## src/logic/adcri_pkg.sv

```systemverilog
// package: register map, field layout and types of the converter
// result and interrupt block
// assumes a 32-bit bus slave decoding the low eight address bits
// Functional notes
// - done flag set on finish, read clears
// - done flag reads one only if enabled
// - last result latched, held till next
// - enable-set write ones set mask
// - enable-clear write ones clear mask
// - mask readable, same layout as flags
// - channel result loads only when enabled
// - channel result holds until newer conversion
// - read-only revision number in low bits
// - variant number read in bits 16 to 19 beside the revision
// - eight channels, each flags and result
// - triggers zero to five from timers
// - data ready set on result, read clears
// - overrun flags cleared by flag read
// - trigger codes select internal or external
// - only enabled channels report done flags; overrun flags and channel results read regardless of enable
package adcri_pkg;

    localparam int DATA_W  = 10;
    localparam int FLAG_W  = 20;
    localparam int REV_W   = 12;
    localparam int VAR_W   = 4;
    localparam int VAR_LO  = 16;

    localparam logic [7:0] OFF_FLAG = 8'h1C;
    localparam logic [7:0] OFF_LAST = 8'h20;
    localparam logic [7:0] OFF_IEN  = 8'h24;
    localparam logic [7:0] OFF_IDIS = 8'h28;
    localparam logic [7:0] OFF_MASK = 8'h2C;
    localparam logic [7:0] OFF_CH0  = 8'h30;
    localparam logic [7:0] OFF_REV  = 8'hFC;

    localparam int BIT_OVR_LO = 8;
    localparam int BIT_RESULT_AVAILABLE_FLAG   = 16;
    localparam int BIT_GOVR   = 17;
    localparam int BIT_DMA_RECEIVE_END_FLAG  = 18;
    localparam int BIT_RXBF   = 19;

    localparam logic [31:0] FLAG_RST  = 32'h000C_0000;
    localparam logic [31:0] MASK_RST  = 32'h0000_0000;
    localparam logic [2:0]  TRIG_LAST = 3'h5;
    localparam logic [2:0]  TRIG_EXT  = 3'h6;

    typedef struct packed {
        logic              done;
        logic [2:0]        chan;
        logic [DATA_W-1:0] data;
    } adcri_conv_t;

endpackage

```

## src/logic/adcri_top.sv

```systemverilog
// file: converter result registers, flags, mask and trigger mux
// assumes an AHB-Lite master, one-cycle done pulses from the core
// and channel enables held by the control block
//
// The AHB-Lite register port was left to the implementer.
`timescale 1ns/1ps
module adcri_top
    import adcri_pkg::*;
#(
    parameter int          NCH      = 8,
    // arbitrary neutral values
    parameter logic [11:0] REVISION = 12'h0A5,
    parameter logic [3:0]  VARIANT  = 4'h0
) (
    input  wire logic        clk_in,
    input  wire logic        arst_n_in,
    input  wire logic        ce_in,
    input  wire logic        hsel_in,
    input  wire logic [31:0] haddr_in,
    input  wire logic [1:0]  htrans_in,
    input  wire logic        hwrite_in,
    input  wire logic [2:0]  hsize_in,
    input  wire logic [31:0] hwdata_in,
    input  wire logic        hready_in,
    output logic      [31:0] hrdata_out,
    output logic             hreadyout_out,
    output logic             hresp_out,
    input  wire adcri_conv_t conv_in,
    input  wire logic [7:0]  chan_enabled_in,
    input  wire logic        dma_buffer_full_in,
    input  wire logic        dma_receive_end_in,
    input  wire logic [2:0]  timer_output_a_in,
    input  wire logic [2:0]  timer_output_b_in,
    input  wire logic [2:0]  trigger_select_in,
    input  wire logic        ext_trigger_in,
    output logic             trigger_out,
    output logic             irq_out
);

    localparam int CW = $clog2(NCH);

    function automatic logic is_chan(input logic [7:0] a);
        logic [7:0] top;
        top = OFF_CH0 + 8'((NCH - 1) * 4);
        return (a >= OFF_CH0) && (a <= top) && (a[1:0] == 2'b00);
    endfunction

    function automatic logic [CW-1:0] chan_of(input logic [7:0] a);
        logic [7:0] d;
        d = a - OFF_CH0;
        return d[CW+1:2];
    endfunction

    // bus address phase
    logic [7:0] a;
    logic       acc;
    logic       rd_acc;
    logic       wr_pend_q;
    logic [7:0] wr_addr_q;
    logic       wr_now;

    assign a      = haddr_in[7:0];
    assign acc    = hsel_in & hready_in & htrans_in[1] & ce_in;
    assign rd_acc = acc & ~hwrite_in;
    assign wr_now = wr_pend_q & ce_in;

    always_ff @(posedge clk_in or negedge arst_n_in) begin
        if (!arst_n_in) begin
            wr_pend_q <= 1'b0;
            wr_addr_q <= 8'h00;
        end else if (ce_in) begin
            if (hready_in) begin
                wr_pend_q <= acc & hwrite_in;
                wr_addr_q <= a;
            end
        end
    end

    // read side effects
    logic rd_last;
    logic rd_flag;
    logic rd_ch;

    assign rd_last = rd_acc & (a == OFF_LAST);
    assign rd_flag = rd_acc & (a == OFF_FLAG);
    assign rd_ch   = rd_acc & is_chan(a);

    // conversion events
    logic          ev;
    logic [CW-1:0] c;
    logic          c_en;

    assign ev   = conv_in.done & ce_in;
    assign c    = conv_in.chan[CW-1:0];
    assign c_en = chan_enabled_in[c];

    logic [NCH-1:0]    eoc_q;
    logic [NCH-1:0]    ovr_q;
    logic [NCH-1:0]    set_eoc;
    logic [NCH-1:0]    clr_eoc;
    logic [DATA_W-1:0] res_q [NCH];

    always_comb begin
        for (int i = 0; i < NCH; i++) begin
            set_eoc[i] = ev & c_en & (c == CW'(i));
            clr_eoc[i] = rd_last |
                         (rd_ch & (chan_of(a) == CW'(i)));
        end
    end

    always_ff @(posedge clk_in or negedge arst_n_in) begin
        if (!arst_n_in) begin
            eoc_q <= '0;
        end else if (ce_in) begin
            // set wins over read clear
            eoc_q <= set_eoc | (eoc_q & ~clr_eoc);
        end
    end

    always_ff @(posedge clk_in or negedge arst_n_in) begin
        if (!arst_n_in) begin
            ovr_q <= '0;
        end else if (ce_in) begin
            // new result over an unread one
            ovr_q <= (set_eoc & eoc_q & ~clr_eoc) |
                     (ovr_q & ~{NCH{rd_flag}});
        end
    end

    always_ff @(posedge clk_in or negedge arst_n_in) begin
        if (!arst_n_in) begin
            for (int i = 0; i < NCH; i++) begin
                res_q[i] <= '0;
            end
        end else begin
            for (int i = 0; i < NCH; i++) begin
                if (set_eoc[i]) begin
                    res_q[i] <= conv_in.data;
                end
            end
        end
    end

    // shared last result and data ready
    logic [DATA_W-1:0] last_q;
    logic              result_available_flag_q;
    logic              govr_q;

    always_ff @(posedge clk_in or negedge arst_n_in) begin
        if (!arst_n_in) begin
            last_q <= '0;
        end else if (ev) begin
            last_q <= conv_in.data;
        end
    end

    always_ff @(posedge clk_in or negedge arst_n_in) begin
        if (!arst_n_in) begin
            result_available_flag_q <= 1'b0;
        end else if (ce_in) begin
            result_available_flag_q <= ev | (result_available_flag_q & ~rd_last);
        end
    end

    always_ff @(posedge clk_in or negedge arst_n_in) begin
        if (!arst_n_in) begin
            govr_q <= 1'b0;
        end else if (ce_in) begin
            govr_q <= (ev & result_available_flag_q & ~rd_last) |
                      (govr_q & ~rd_flag);
        end
    end

    // dma flags follow their inputs
    logic dma_receive_end_flag_q;
    logic rxbf_q;

    always_ff @(posedge clk_in or negedge arst_n_in) begin
        if (!arst_n_in) begin
            dma_receive_end_flag_q <= FLAG_RST[BIT_DMA_RECEIVE_END_FLAG];
            rxbf_q  <= FLAG_RST[BIT_RXBF];
        end else if (ce_in) begin
            dma_receive_end_flag_q <= dma_receive_end_in;
            rxbf_q  <= dma_buffer_full_in;
        end
    end

    logic [FLAG_W-1:0] flags;
    logic [7:0]        eoc_vis;
    logic [7:0]        ovr_vis;

    always_comb begin
        eoc_vis = '0;
        ovr_vis = '0;
        eoc_vis[NCH-1:0] = eoc_q & chan_enabled_in[NCH-1:0];
        ovr_vis[NCH-1:0] = ovr_q;
        flags = {rxbf_q, dma_receive_end_flag_q, govr_q, result_available_flag_q, ovr_vis, eoc_vis};
    end

    // interrupt mask
    logic [FLAG_W-1:0] mask_q;
    logic [FLAG_W-1:0] mask_d;

    always_comb begin
        mask_d = mask_q;
        if (wr_now && wr_addr_q == OFF_IEN) begin
            mask_d = mask_q | hwdata_in[FLAG_W-1:0];
        end else if (wr_now && wr_addr_q == OFF_IDIS) begin
            mask_d = mask_q & ~hwdata_in[FLAG_W-1:0];
        end
    end

    always_ff @(posedge clk_in or negedge arst_n_in) begin
        if (!arst_n_in) begin
            mask_q <= MASK_RST[FLAG_W-1:0];
        end else if (ce_in) begin
            mask_q <= mask_d;
        end
    end

    logic irq_q;

    always_ff @(posedge clk_in or negedge arst_n_in) begin
        if (!arst_n_in) begin
            irq_q <= 1'b0;
        end else if (ce_in) begin
            irq_q <= |(flags & mask_q);
        end
    end

    // read data, computed in the address phase
    logic [31:0] rd_mux;

    always_comb begin
        rd_mux = 32'h0000_0000;
        if (a == OFF_FLAG) begin
            rd_mux[FLAG_W-1:0] = flags;
        end else if (a == OFF_LAST) begin
            rd_mux[DATA_W-1:0] = last_q;
        end else if (a == OFF_MASK) begin
            // forward a write still in its data phase
            rd_mux[FLAG_W-1:0] = mask_d;
        end else if (is_chan(a)) begin
            rd_mux[DATA_W-1:0] = res_q[chan_of(a)];
        end else if (a == OFF_REV) begin
            rd_mux[REV_W-1:0] = REVISION;
            rd_mux[VAR_LO+VAR_W-1:VAR_LO] = VARIANT;
        end
    end

    logic [31:0] hrdata_q;
    logic        hready_q;
    logic        hresp_q;

    always_ff @(posedge clk_in or negedge arst_n_in) begin
        if (!arst_n_in) begin
            hrdata_q <= 32'h0000_0000;
        end else if (acc) begin
            hrdata_q <= rd_acc ? rd_mux : 32'h0000_0000;
        end
    end

    always_ff @(posedge clk_in or negedge arst_n_in) begin
        if (!arst_n_in) begin
            hready_q <= 1'b1;
            hresp_q  <= 1'b0;
        end else begin
            hready_q <= 1'b1;
            hresp_q  <= 1'b0;
        end
    end

    // trigger selection
    logic [5:0] trig_vec;
    logic       trig_q;

    assign trig_vec = {timer_output_b_in[2], timer_output_a_in[2],
                       timer_output_b_in[1], timer_output_a_in[1],
                       timer_output_b_in[0], timer_output_a_in[0]};

    always_ff @(posedge clk_in or negedge arst_n_in) begin
        if (!arst_n_in) begin
            trig_q <= 1'b0;
        end else if (ce_in) begin
            if (trigger_select_in <= TRIG_LAST) begin
                trig_q <= trig_vec[trigger_select_in];
            end else if (trigger_select_in == TRIG_EXT) begin
                trig_q <= ext_trigger_in;
            end else begin
                trig_q <= 1'b0;
            end
        end
    end

    assign hrdata_out    = hrdata_q;
    assign hreadyout_out = hready_q;
    assign hresp_out     = hresp_q;
    assign trigger_out   = trig_q;
    assign irq_out       = irq_q;
endmodule

```

## config.mk

```make
export PLATFORM = sky130hd
export DESIGN_NAME = adcri_top
export DESIGN_NICKNAME = d
export VERILOG_FILES = /design/src/logic/adcri_pkg.sv /design/src/logic/adcri_top.sv
export SDC_FILE = /design/constraint.sdc
export NUM_CORES = 1
export LEC_CHECK = 0
export ABC_AREA = 1
export BUFFER_PORTS_ARGS = -buffer_cell sky130_fd_sc_hd__buf_4
export CAP_MARGIN = 40
export CORE_ASPECT_RATIO = 1.4
export CORE_MARGIN = 2
export CORE_UTILIZATION = 46
export DETAILED_ROUTE_END_ITERATION = 6
export GPL_ROUTABILITY_DRIVEN = 0
export PLACE_DENSITY = 0.71
export SYNTH_ARGS = -nofsm -noshare
export SYNTH_HDL_FRONTEND = slang
export SYNTH_SLANG_ARGS = --single-unit
export TNS_END_PERCENT = 1
```

## constraint.sdc

```tcl
create_clock -name clk_in -period 1.4 [get_ports clk_in]
set_input_delay 0.28 -clock clk_in [delete_from_list [all_inputs] [get_ports clk_in]]
set_output_delay 0.28 -clock clk_in [all_outputs]
set_load 0.02 [all_outputs]
```

==> impl_metrics.ini <==
[routing]
dr.pass1.iters = 7
drc = 0
wl_per_cell_um = 16.39
vias = 7440
detail-route-antenna-nets = 0
via_per_inst = 5.247
drtIter0Drc = 565
wl_um = 23240

[clock_network]
htreeDepth = 4
clk_path_buf_depth = 2
cts_buffers = 17
clk_latency_ns = 0.43
clk_pin_slew_ns = 0.07
cts.root.buffer_cell = clkbuf_16
cts.sinks = 161
cts_tree = yes

[power_and_ir_drop]
intPower_w = 0.008675
p_leak_nw = 5.364
switching_share_pct = 29.67
seq_power_share_pct = 46.5
switching_power_w = 0.003661
p_per_area_nw_per_um2 = 1222
ir_drop_mv = 0.9077
p_comb_share_pct = 14.7
pwr-share-clk_pct = 38.8

[setup_path]
crit_end = hrdata_out[2]$_DFFE_PN0N_
critPathMaxFanout = 17
crit-reg2reg-launch = wr_addr_q[1]$_DFFE_PN0P_
endpoint_kind = flop
arrival_ns = 1.87
cp.required_ns = 1.72
cp_slowest_stage_delay_ns = 0.42
reg2reg_slack_ns = -0.15
r2r_cells = 10
critPathKind = flop to flop
crit_chain = nor3_4 -> buf_12 -> buf_4 -> nand3_1 -> nand2_1 -> nand2_1 -> nand2_1 -> nand3_1 -> nand2_1 -> nand2_1
crit_path_start_kind = flop
slowest_stage = dfrtp_1
crit_start = wr_addr_q[1]$_DFFE_PN0P_
cp_common_cell = nand2_1
r2r_end = hrdata_out[2]$_DFFE_PN0N_

[synthesis]
ys_async_sr_fraction_pct = 100.0
synthSimpleGateAreaFrac_pct = 30.17
ys_seq_area_share_pct = 50.71
synthAdderAreaFrac_pct = 0
netlist.area_leader.share_pct = 50.05
muxShareOfSynthArea_pct = 0.5666
synth_area_leaders = dfrtp_1 (50%), nand2_1 (19%), o21ai_0 (7.6%)
synth_edf_count = 0
synth-xor-area-share_pct = 0
yosysTopAreaCell = dfrtp_1
synth-compound-area-share_pct = 10.21
netlist_area_um2 = 7950
ys.flop_type = dfrtp_1
synthCells = 1057
ys_ff_latch = 161
synth_commonest_cells = nand2_1 (393), dfrtp_1 (159), o21ai_0 (120)
synthMostInstantiatedCell = nand2_1
syn_avg_cell_area_um2 = 7.521
yosys_warnings = 0
synth_top_family_by_area = simple AND/OR/NAND/NOR gates
ys_types = 34

[global_route]
gr-total-overflow = 0
grt_max_degree = 37
grt_antenna_before_repair = 0
globalRouteTotalUtil_pct = 26.12
first_global_vias = 7367
grt_pass1_wl_um = 37140

[finish]
stdcell_count = 1418
diodes = 0
drive_gt1_share_pct = 20.25
final_nets = 1311
final_cell_area_um2 = 10100
area_growth_pct = 27.01

[sta]
tns_ns = -1.687
rsz0062_at_grt = true
maxSlewViolCount = 0
setup-violations-final = 20
timing.fmax_ghz = 0.6468
finalCritPeriodShare_pct = 110.4
hold_violations = 0
timing.final.ws_setup_ns = -0.1461
finClkSkew_ns = 0.01007
fin_crit_ns = 1.546
hold_slack_ns = 0.07181

[floorplanning]
dieArea_um2 = 18370
io_pins = 145
fp.dieW_um = 115.1
rows = 56
initial_core_util_pct = 47.28
die_h_um = 159.6
core_um2 = 16820

[placement]
dp.cells = 1383
hpwl_um = 16570
io_buffers = 90
placedInstanceArea_um2 = 9387
dpl_worst_slack_ns = -0.2407

[worst_hold_path]
hold_class = input pin to flop

[run_status]
outcome = finished, violations left
failed_checks = setup timing

[flow_run]
drv_cap = 0
-- metal layers --
layer  routed length, µm  global-route usage, %  vias up  share of wire, %
li1                    -                      -     3613                 -
met1                8834                  29.33     3477                38
met2               12060                  46.23      281                52
met3                1166                  4.834       69               5.0
met4                1179                  13.69        0               5.1
met5                   0                      0        -                 0
-- cell families (layout without fill, tap and decap cells) --
group	Yosys count	after routing
DFF	161	161
buffers and inverters	140	286
muxes	4	4
and+or+nand+nor	593	593
other	2	14
AOI/OAI and AO/OA	157	157
-- sequential cells by signal, summed over array words and instances (netlist names), 8 cells and up --
register and count:
res_q 80, eoc_q 8, ovr_q 8, hrdata_out 20, mask_q 20, wr_addr_q 8
last_q 10
-- worst min path at each step --
stage	start	end	slack [ns]	cells past startpoint
6_report	conv_in[7]	res_q[47]$_DFFE_PN0P_	0.07	3
5_1_grt	dma_receive_end_in	dma_receive_end_flag_q$_DFFE_PN1P_	0.08	2
3_5_place_dp	arst_n_in	hrdata_out[19]$_DFFE_PN0N_	0.19	1
2_1_floorplan	arst_n_in	eoc_q[0]$_DFFE_PN0P_	-0.02	0
3_3_place_gp	arst_n_in	hrdata_out[19]$_DFFE_PN0N_	0.19	1
4_1_cts	conv_in[7]	res_q[47]$_DFFE_PN0P_	0.07	3
-- layout by cell type, fill, tap and decap left out, types with 2 or more instances in the layout --
cell and n:
o21ai_2 2, dfstp_2 2, nand2_2 11, a22o_1 4, o21ai_0 115, clkbuf_16 17
inv_2 6, clkinv_8 3, conb_1 14, inv_1 73, nand4_1 5, o21ai_1 15
buf_12 16, nand3_1 71, buf_4 154, mux2_2 4, nor3_4 2, nand2_1 384
nor2_1 99, nor2_2 4, buf_6 3, a21oi_1 16, nor2_4 2, nand3_2 4
nor3_1 6, o211ai_1 2, dfrtp_1 159, inv_6 4, inv_8 5
-- cell type report --
cell class                      instances  area [µm²]
Tap cell                              203       254.0
Clock inverter                         15       186.4
Sequential cell                       161        4031
Inverter                               80       302.8
Timing Repair Buffer                  174        1520
Multi-Input combinational cell        768        3377
Fill cell                            1512        6719
Clock buffer                           17       425.4
-- worst max-delay path: cells and delay by family, from the launching register on --
kind	cells	cell delay (ns)
AND/OR/NAND/NOR	8	0.69
flip-flops	1	0.42
buffers and inverters	2	0.32
-- through the flow --
stage,power [W],util (%)
floorplan,0.006790,-
global placement,0.007503,55.82
detailed placement,0.007574,55.82
CTS,0.01237,59.81
global route,0.01293,60.04
finish,0.01234,60.04
-- repair_timing --
| action | 4_1_cts | 5_1_grt |
|---|---|---|
| gates resized for setup | 13 | 14 |
| pin swaps | 4 | 1 |
| cloned | 0 | 0 |
| hold buffers | 1 | 0 |
| endpoints found under the setup margin | 22 | 25 |
| buffers inserted | 2 | 0 |
| hold endpoints to repair | 23 | 0 |
-- power by group through the flow --
stage	Combinational, W	Clock [W]	Sequential [W]
after global routing	0.00208	0.00504	0.00581
after global placement	0.00172	0	0.00578
after floorplan	0.00107	0	0.00572
after detailed placement	0.00177	0	0.00580
final	0.00181	0.00479	0.00574
after CTS	0.00181	0.00483	0.00573
Note: power is estimated with default switching activity, not from simulation.
